`config.mk`:
```
export PLATFORM = sky130hd
export DESIGN_NAME = lpgtt_tagger
export DESIGN_NICKNAME = d
export VERILOG_FILES = /design/src/shared/lpgtt_pkg.sv /design/src/design/lpgtt_tagger.sv
export SDC_FILE = /design/constraint.sdc
export NUM_CORES = 1
export LEC_CHECK = 0
export ABC_AREA = 0
export BUFFER_PORTS_ARGS = -buffer_cell sky130_fd_sc_hd__buf_2
export CAP_MARGIN = 25
export CORE_UTILIZATION = 30
export CTS_BUF_LIST = sky130_fd_sc_hd__clkbuf_4 sky130_fd_sc_hd__clkbuf_8
export DETAILED_ROUTE_END_ITERATION = 7
export PLACE_DENSITY = 0.54
export SYNTH_ARGS = -nofsm -noshare
export SYNTH_HDL_FRONTEND = slang
export SYNTH_SLANG_ARGS = --single-unit
```
`constraint.sdc`:
```
create_clock -name clk -period 3.8 [get_ports clk]
set_input_delay 0.38 -clock clk [delete_from_list [all_inputs] [get_ports clk]]
set_output_delay 0.38 -clock clk [all_outputs]
set_load 0.01 [all_outputs]
```
`src/shared/lpgtt_pkg.sv`:
```
// constants, config carriers and state type for the logical port group tail tagger
package lpgtt_pkg;
  // ----------------------------------------------------------------
  // sizes
  // ----------------------------------------------------------------
  localparam int NUM_PORTS = 6;
  localparam int NUM_GROUPS = 4;
  localparam int PORT_W = 3;
  localparam int SEQ_W = 13;
  localparam int LEN_W = 12;
  localparam int POS_W = 4;
  localparam int TICK_W = 20;
  // ----------------------------------------------------------------
  // frame layout and trailer format
  // ----------------------------------------------------------------
  localparam logic [POS_W-1:0] DA_END = 4'h6;
  localparam logic [POS_W-1:0] SA_END = 4'hC;
  localparam logic [2:0] TAG_LAST = 3'h5;
  localparam logic [2:0] FCS_LAST = 3'h3;
  localparam logic [LEN_W-1:0] TAG_BYTES = 12'h006;
  localparam logic [15:0] TAG_SUFFIX = 16'h88FB;
  localparam int SRC_MSB = 15;
  localparam int SRC_LSB = 13;
  localparam logic [PORT_W-1:0] SRC_OFFSET = 3'h1;
  localparam logic [3:0] SIZE_PAD = 4'h0;
  localparam logic [31:0] CRC_INIT = 32'hFFFFFFFF;
  localparam logic [31:0] CRC_POLY = 32'hEDB88320;
  // ----------------------------------------------------------------
  // timing
  // ----------------------------------------------------------------
  localparam int CLK_KHZ = 50000;
  localparam int SEQ_CLR_MS = 5;
  localparam int SEQ_CLR_CYCLES = SEQ_CLR_MS * CLK_KHZ;
  // ----------------------------------------------------------------
  // types
  // ----------------------------------------------------------------
  typedef enum logic [1:0] {ST_PASS, ST_TAIL, ST_FCS} lpgtt_st_t;
  typedef struct packed {
    logic en;
    logic repl;
    logic [PORT_W-1:0] link;
    logic [NUM_PORTS-1:0] net;
    logic [47:0] lmac;
  } lpgtt_grp_t;
  typedef struct packed {
    logic [7:0] data;
    logic last;
    logic [PORT_W-1:0] port;
    logic [NUM_PORTS-1:0] egress;
  } lpgtt_in_t;
  typedef struct packed {
    lpgtt_st_t st;
    logic [2:0] cnt;
    logic [POS_W-1:0] pos;
    logic [LEN_W-1:0] len;
    logic [31:0] crc;
    logic [SEQ_W-1:0] seq;
    logic [TICK_W-1:0] tick;
    logic [PORT_W-1:0] src;
    logic [NUM_GROUPS-1:0] da_hit;
    logic [NUM_PORTS-1:0] sa_hit;
    logic repl_on;
    logic [47:0] repl_mac;
    logic out_valid;
    logic [7:0] out_data;
    logic out_last;
    logic fwd_valid;
    logic fwd_tagged;
    logic [NUM_PORTS-1:0] fwd_mask;
  } lpgtt_state_t;
endpackage : lpgtt_pkg

```
`src/design/lpgtt_tagger.sv`:
```
// logical port group forwarding, tail tagging and fcs regeneration
//
// Operation
// RULE_01: ports form groups of one link port and at least one network port.
// RULE_02: frames from network ports to group address get six trailer bytes before fcs.
// RULE_03: originating port code sits in bits 15..13 of first trailer word.
// RULE_04: port code equals port number plus one, port 0 is 001.
// RULE_05: trailer ends with the suffix word 0x88FB.
// RULE_06: trailer sequence counter is cleared every 5 ms.
// RULE_07: host picks egress ports for its frames, sent only there.
// RULE_08: source address of host frames leaving network ports may be replaced.
// RULE_09: frame whose source equals a port address goes out that port.
// RULE_10: frames to a group address are steered to the group's link port.
// RULE_11: other traffic is not forwarded to the link port or host.
// RULE_12: group traffic is only exchanged among that group's member ports.
// RULE_13: network port joins at most one group; link ports may be shared.
// RULE_14: frame check sequence is recomputed over the lengthened frame.
// RULE_15: frames not addressed to a group address leave without trailer.
`timescale 1ns/1ps
module lpgtt_tagger #(
  parameter int SEQ_CLR_CYCLES = lpgtt_pkg::SEQ_CLR_CYCLES
) (
  input wire logic clk, // 50 MHz switch core clock
  input wire logic reset, // synchronous, active high
  input lpgtt_pkg::lpgtt_grp_t [lpgtt_pkg::NUM_GROUPS-1:0] grp_cfg, // group setup
  input wire logic [lpgtt_pkg::NUM_PORTS-1:0][47:0] port_mac, // own port addresses
  input wire logic in_valid, // ingress byte present
  output logic in_ready, // ingress byte taken
  input lpgtt_pkg::lpgtt_in_t in_beat, // ingress byte, last, port, egress pick
  output logic out_valid, // egress byte present
  input wire logic out_ready, // egress byte taken
  output logic [7:0] out_data, // egress byte
  output logic out_last, // last fcs byte
  output logic fwd_valid, // decision pulse with last byte
  output logic fwd_tagged, // frame carried a trailer
  output logic [lpgtt_pkg::NUM_PORTS-1:0] fwd_mask, // egress port set
  output logic [lpgtt_pkg::NUM_GROUPS-1:0] grp_ok, // group is well formed
  output logic cfg_conflict // network port claimed twice
);
  // ----------------------------------------------------------------
  // helpers
  // ----------------------------------------------------------------
  // byte idx of a big-endian 48-bit value
  function automatic logic [7:0] mac_byte(input logic [47:0] mac, input logic [2:0] idx);
    logic [47:0] s;
    s = mac << {idx, 3'h0};
    return s[47:40];
  endfunction : mac_byte

  // one byte of reflected crc-32
  function automatic logic [31:0] crc_byte(input logic [31:0] crc, input logic [7:0] d);
    logic [31:0] c;
    c = crc ^ {24'h000000, d};
    for (int i = 0; i < 8; i++)
      c = c[0] ? ((c >> 1) ^ lpgtt_pkg::CRC_POLY) : (c >> 1);
    return c;
  endfunction : crc_byte

  lpgtt_pkg::lpgtt_state_t r_reg, r_next;
  logic [lpgtt_pkg::NUM_GROUPS-1:0][lpgtt_pkg::NUM_PORTS-1:0] own;
  logic [lpgtt_pkg::NUM_GROUPS-1:0] gvalid;
  logic [lpgtt_pkg::NUM_GROUPS-1:0] net_hit;
  logic [lpgtt_pkg::NUM_GROUPS-1:0] link_hit;
  logic [lpgtt_pkg::NUM_PORTS-1:0] claimed;
  logic [lpgtt_pkg::NUM_PORTS-1:0] port_bit;
  logic conflict;
  logic is_net;
  logic is_link;

  // ----------------------------------------------------------------
  // group membership
  // ----------------------------------------------------------------
  // lower group wins a doubly claimed port so the fabric never loops
  always_comb
  begin
    claimed = '0;
    conflict = 1'b0;
    for (int g = 0; g < lpgtt_pkg::NUM_GROUPS; g++)
    begin
      own[g] = '0;
      gvalid[g] = 1'b0;
      if (grp_cfg[g].en)
      begin
        // RULE_13: exclusive network membership
        own[g] = grp_cfg[g].net & ~claimed;
        conflict = conflict | (|(grp_cfg[g].net & claimed));
        if (grp_cfg[g].link < lpgtt_pkg::PORT_W'(lpgtt_pkg::NUM_PORTS))
          own[g][grp_cfg[g].link] = 1'b0;
        claimed = claimed | own[g];
        // RULE_01: one link plus a network port
        gvalid[g] = (grp_cfg[g].link < lpgtt_pkg::PORT_W'(lpgtt_pkg::NUM_PORTS)) && (|own[g]);
      end
    end
  end

  // ingress port class; port and egress hold for a whole frame
  always_comb
  begin
    port_bit = '0;
    if (in_beat.port < lpgtt_pkg::PORT_W'(lpgtt_pkg::NUM_PORTS))
      port_bit[in_beat.port] = 1'b1;
    for (int g = 0; g < lpgtt_pkg::NUM_GROUPS; g++)
    begin
      net_hit[g] = gvalid[g] && (|(own[g] & port_bit));
      link_hit[g] = gvalid[g] && (grp_cfg[g].link == in_beat.port);
    end
    is_net = |net_hit;
    is_link = !is_net && (|link_hit);
  end

  // ----------------------------------------------------------------
  // frame engine
  // ----------------------------------------------------------------
  always_comb
  begin
    logic load;
    logic seq_clr;
    logic [7:0] ob;
    logic [lpgtt_pkg::NUM_PORTS-1:0] fm;
    logic [47:0] trailer;
    // a new byte may load once the held one is taken
    load = !r_reg.out_valid || out_ready;
    // RULE_06: periodic sequence clear
    seq_clr = r_reg.tick >= lpgtt_pkg::TICK_W'(SEQ_CLR_CYCLES - 1);
    ob = 8'h00;
    fm = '0;
    trailer = '0;
    r_next = r_reg;
    r_next.fwd_valid = 1'b0;
    r_next.out_valid = r_reg.out_valid && !out_ready;
    r_next.tick = seq_clr ? '0 : r_reg.tick + lpgtt_pkg::TICK_W'(1);
    // RULE_03: code in the top bits, RULE_05: fixed suffix
    trailer = {r_reg.src, r_reg.seq, lpgtt_pkg::SIZE_PAD,
               r_reg.len + lpgtt_pkg::TAG_BYTES, lpgtt_pkg::TAG_SUFFIX};
    case (r_reg.st)
      lpgtt_pkg::ST_PASS:
      begin
        if (in_valid && load)
        begin
          ob = in_beat.data;
          if (r_reg.pos == '0)
          begin
            r_next.repl_on = 1'b0;
            r_next.da_hit = '1;
            r_next.sa_hit = '1;
            // RULE_08: host frames take the group address
            for (int g = lpgtt_pkg::NUM_GROUPS - 1; g >= 0; g--)
            begin
              if (is_link && link_hit[g] && grp_cfg[g].repl)
              begin
                r_next.repl_on = 1'b1;
                r_next.repl_mac = grp_cfg[g].lmac;
              end
            end
          end
          if (r_reg.pos < lpgtt_pkg::DA_END)
          begin
            for (int g = 0; g < lpgtt_pkg::NUM_GROUPS; g++)
            begin
              r_next.da_hit[g] = ((r_reg.pos == '0) || r_reg.da_hit[g]) &&
                (in_beat.data == mac_byte(grp_cfg[g].lmac, r_reg.pos[2:0]));
            end
          end
          else if (r_reg.pos < lpgtt_pkg::SA_END)
          begin
            // original source is compared, before any replacement
            for (int q = 0; q < lpgtt_pkg::NUM_PORTS; q++)
            begin
              r_next.sa_hit[q] = r_reg.sa_hit[q] && (in_beat.data ==
                mac_byte(port_mac[q], 3'(r_reg.pos - lpgtt_pkg::DA_END)));
            end
            if (r_reg.repl_on)
              ob = mac_byte(r_reg.repl_mac, 3'(r_reg.pos - lpgtt_pkg::DA_END));
          end
          if (r_reg.pos < lpgtt_pkg::SA_END)
            r_next.pos = r_reg.pos + lpgtt_pkg::POS_W'(1);
          r_next.len = r_reg.len + lpgtt_pkg::LEN_W'(1);
          r_next.out_valid = 1'b1;
          r_next.out_data = ob;
          r_next.out_last = 1'b0;
          r_next.crc = crc_byte(r_reg.crc, ob);
          if (in_beat.last)
          begin
            r_next.fwd_tagged = 1'b0;
            for (int g = 0; g < lpgtt_pkg::NUM_GROUPS; g++)
            begin
              if (is_net && net_hit[g])
              begin
                if (r_next.da_hit[g])
                begin
                  // RULE_10: group address goes to the link port
                  fm[grp_cfg[g].link] = 1'b1;
                  // RULE_02: tag network traffic to the group
                  r_next.fwd_tagged = 1'b1;
                end
                else
                begin
                  // RULE_11: link port stays out; RULE_12: members only
                  fm = own[g] & ~port_bit;
                end
              end
              else if (is_link && link_hit[g])
                fm = fm | own[g];
            end
            if (is_link)
            begin
              // RULE_09: own port address selects that port, lowest first
              // RULE_07: otherwise host egress pick within its groups
              fm = (|r_next.sa_hit) ?
                (r_next.sa_hit & (~r_next.sa_hit + lpgtt_pkg::NUM_PORTS'(1))) :
                (fm & in_beat.egress);
            end
            r_next.fwd_mask = fm;
            // RULE_04: code is port plus one
            r_next.src = in_beat.port + lpgtt_pkg::SRC_OFFSET;
            r_next.cnt = '0;
            // RULE_15: untagged frames skip the trailer
            r_next.st = r_next.fwd_tagged ? lpgtt_pkg::ST_TAIL : lpgtt_pkg::ST_FCS;
          end
        end
      end
      lpgtt_pkg::ST_TAIL:
      begin
        if (load)
        begin
          // RULE_02: trailer bytes ahead of the fcs
          ob = mac_byte(trailer, r_reg.cnt);
          r_next.out_valid = 1'b1;
          r_next.out_data = ob;
          r_next.crc = crc_byte(r_reg.crc, ob);
          r_next.cnt = r_reg.cnt + 3'h1;
          if (r_reg.cnt == lpgtt_pkg::TAG_LAST)
          begin
            r_next.cnt = '0;
            r_next.seq = r_reg.seq + lpgtt_pkg::SEQ_W'(1);
            r_next.st = lpgtt_pkg::ST_FCS;
          end
        end
      end
      default:
      begin
        if (load)
        begin
          // RULE_14: fresh fcs over every byte sent
          ob = mac_byte({~r_reg.crc, 16'h0000}, 3'h3 - r_reg.cnt);
          r_next.out_valid = 1'b1;
          r_next.out_data = ob;
          r_next.cnt = r_reg.cnt + 3'h1;
          if (r_reg.cnt == lpgtt_pkg::FCS_LAST)
          begin
            r_next.out_last = 1'b1;
            r_next.fwd_valid = 1'b1;
            r_next.cnt = '0;
            r_next.pos = '0;
            r_next.len = '0;
            r_next.crc = lpgtt_pkg::CRC_INIT;
            r_next.st = lpgtt_pkg::ST_PASS;
          end
        end
      end
    endcase
    // clear beats a same-cycle increment, keeping the sequence field clean
    if (seq_clr)
      r_next.seq = '0;
  end

  // state register
  always_ff @(posedge clk)
  begin
    if (reset)
    begin
      r_reg <= '0;
      r_reg.crc <= lpgtt_pkg::CRC_INIT;
    end
    else
      r_reg <= r_next;
  end

  // ----------------------------------------------------------------
  // outputs
  // ----------------------------------------------------------------
  assign in_ready = (r_reg.st == lpgtt_pkg::ST_PASS) && (!r_reg.out_valid || out_ready);
  assign out_valid = r_reg.out_valid;
  assign out_data = r_reg.out_data;
  assign out_last = r_reg.out_last;
  assign fwd_valid = r_reg.fwd_valid;
  assign fwd_tagged = r_reg.fwd_tagged;
  assign fwd_mask = r_reg.fwd_mask;
  assign grp_ok = gvalid;
  assign cfg_conflict = conflict;
endmodule : lpgtt_tagger

```
==> summary.md <==
| Metric | Value |
|---|---|
| Final Cell Area | approximately 24,000 µm² |
| Slowest cell on crit path | o41ai_2 |
| Worst Hold Path EP | r_reg[42]$_SDFFE_PP0P_ |
| Tmin final | about 3800 ps |
| Final period util | 0.995 |
| Async S/R FF share, synth | 0 |
| H-tree depth | 4 |
| Starting density of the core | 0.303 |
| Synth top area cells | dfxtp_1 18%, xnor2_1 8.3%, mux4_2 7.9%, mux2i_1 5.6%, nor2_1 4.1% |
| FF+latch count, synth | 166 |
| Synth top cells by count | 202 x nor2_1, 176 x xnor2_1, 166 x dfxtp_1, 166 x nand2_1, 105 x mux2i_1 |
| Detailed Route WL | about 110,000 µm |
| Die footprint | between 60,000 and 70,000 µm² |
| GRT met1 Usage | 0.436 |
| Max Clk Rate | roughly 260 MHz |
| IO Pins | 570 |
| Register area share after synthesis | 0.178 |
| Largest net degree at the start of global routing | 49 |
| R2R cell count | 13 |
| Layout Area Growth over Synthesis | 28.2% |
| Vias per inst | slightly below 6 |
| HP Class | input port to flop |
| Synth area leader | dfxtp_1 |
| Share of post-route cells with drive strength above 1 | 0.372 |
| Tot Pwr | roughly 0.0083 W |
| Clock sinks | 166 |
| RR Startpoint | r_reg[157]$_SDFFE_PP0P_ |
| Placeable Area | 61,600 µm² |
| Initial DRC count | roughly 2,100 |
| DP Area | approximately 23,000 µm² |
| Hold path cells | 3 |
| Initial antenna violation count | 25 |
| Final core occ | 0.388 |
| GRT overflow | 0 |
| CTS clk-pin slew, worst paths | between 100 and 150 ps |
| Crit path kind | flop to flop |
| Peak VDD IR | approximately 0.24 mV |
| Setup Skew | about 29 ps |
| Largest register FFs | about 150 |
| Total number of vias | about 22,000 |
| Setup Viol. Count Final | 0 |
| Status | complete, no violations |
| DR DRC count | 0 |
| Grt peak-use layer | met2 |
| Die H | about 250 µm |
| Vias in the first global route | between 20,000 and 25,000 |
| Post-synth top flop | dfxtp_1 |
| Clock Tree Buf Depth | 2 |
| Largest delay share family, worst path | compound AO/OA/AOI/OAI gates |
| DIE WIDTH | between 200 and 300 µm |
| Post-DP HPWL | around 90,000 µm |
| Wirelength per Cell | slightly below 30 µm |
| CP endpoint kind | flop |
| Max-slew violations | 0 |
| Distinct cell type count after synthesis | 110 |
| Cell Rows | 91 |
| Root cell of the clock tree | clkbuf_8 |
| Syn Area/Cell | 8.49 µm² |
| Most frequent cell after synthesis | nor2_1 |
| Share of the synthesized area in the top cell type | 0.178 |
| TritonCTS clock tree | yes |
| Global Route met2 Usage | 0.550 |
| Tot GR Track Use | 0.332 |
| Worst-margin pin slew | ~1000 ps |
| Met3 track demand over resource | 0.0511 |
| Number of CTS-inserted buffers | 17 |
| Port Buffers | between 500 and 600 |
| EDFF count, synth | 0 |
| Later-pin clock latency in the skew report | 530 ps |
| Post-synthesis cell count | 2,197 |
| Final Hold Viols | 0 |
| Synthesized cell area | roughly 19,000 µm² |
| Yosys warns | 0 |
| Worst-path cell chain | buf_6, mux4_2, or2_2, a21oi_1, o22ai_1, o41ai_2, buf_4, o21a_1, buf_12, a21oi_1, nor4_1, nor4b_1, o22ai_1 |
| Worst setup SP type | flop |
| Worst Path Arrival | roughly 4200 ps |
| HP Start | grp_cfg[24] |
| Slew headroom | 0.318 |
| Static Leakage | between 9 and 10 nW |
| # Max-Cap Violations | 0 |
| CP required | around 4200 ps |
| Nets@finish | approximately 3,400 |
| Detail Route Antenna Nets | 0 |
| Crit Reg-Reg Endpoint | fwd_mask[3]$_SDFFE_PP0P_ |
| WP buf/inv | 3 |
| GP Congestion | ~1.2 |
| Global-route wire length before repair | between 150,000 and 200,000 µm |
| Reg2Reg Setup Slack | about 20 ps |
| Total Neg Setup Slack | 0 ps |
| Worst-path maximum fanout | 8 |
| Drt pass-1 iters | 6 |
| CP peak stage delay | about 530 ps |
| Pwr per Cell Area | ~350 nW/µm² |
## what timing repair did
action	4_1_cts	5_1_grt
buffers inserted	4	16
endpoints found under the setup margin	6	6
hold buffers	0	0
pin swaps	0	9
resized for setup	0	32
## power breakdown
group          switching, W  internal, W
clock              0.000806     0.000535
sequential         0.000220      0.00189
combinational       0.00260      0.00230
## through the flow
step	setup WS (ps)	hold WS [ps]	std cells
after floorplan	120	416	2198
after global placement	-147	426	3632
after detailed placement	-91.6	433	3632
after CTS	9.34	155	3667
after global routing	-10.7	163	3687
final	20.0	181	3694
## worst max path at each step
stage | startpoint | end | slack [ps] | depth (start not counted)
detailed placement | r_reg[157]$_SDFFE_PP0P_ | fwd_mask[4]$_SDFFE_PP0P_ | -90 | 13
finish | r_reg[157]$_SDFFE_PP0P_ | fwd_mask[3]$_SDFFE_PP0P_ | 20 | 13
global route | r_reg[157]$_SDFFE_PP0P_ | fwd_mask[0]$_SDFFE_PP0P_ | -10 | 12
CTS | r_reg[157]$_SDFFE_PP0P_ | fwd_mask[4]$_SDFFE_PP0P_ | 9 | 13
floorplan | r_reg[158]$_SDFFE_PP0P_ | fwd_mask[1]$_SDFFE_PP0P_ | 120 | 16
global placement | r_reg[157]$_SDFFE_PP0P_ | fwd_mask[1]$_SDFFE_PP0P_ | -150 | 12
## layer usage
metal	share of wire	wire [µm]
met1	0.42	45300
met2	0.47	50100
met3	0.072	7720
met4	0.039	4140
met5	0.00057	61
## kinds of logic (layout without fill, tap and decap cells)
group                      Yosys count  after routing  share of synthesized area
muxes                              227            227                      0.186
AOI/OAI and AO/OA                  618            618                      0.241
adders and majority gates           11             11                    0.00738
xor gates and xnor gates           259            259                      0.128
and+or+nand+nor                    680            680                      0.183
DFF                                166            166                      0.178
buffers and inverters              235            882                     0.0770
other                                1             14                   0.000201
## placed cells by master (no fill, tap or decap), drive strengths merged, types with 41 or more instances in the layout
cell and n:
mux2i 107, nor2 202, xnor2 187, nand2 167
dfxtp 166, o22ai 73, mux4 85, a221oi 61
a21oi 88, o21ai 93, xor2 72, nand3 67
o31ai 59, inv 41, buf 817
## worst register-to-register path: stages (launching register included)
cell and delay [ps]:
dfxtp_4 480, buf_6 170, mux4_2 520, or2_2 300
a21oi_1 150, o22ai_1 100, o41ai_2 530, buf_4 210
o21a_1 170, buf_12 130, a21oi_1 70, nor4_1 240
nor4b_1 420, o22ai_1 140
## cell type report
| type | count | area [µm²] |
|---|---|---|
| clock buffer | 17 | 234 |
| inverter | 34 | 128 |
| sequential | 166 | 3330 |
| fill | 6507 | 37700 |
| timing repair buffer | 817 | 4990 |
| clock inverter | 14 | 141 |
| multi-input combinational | 1797 | 14000 |
| tap | 837 | 1050 |
| antenna | 12 | 30.0 |
Power figures use the tool's default switching activity.
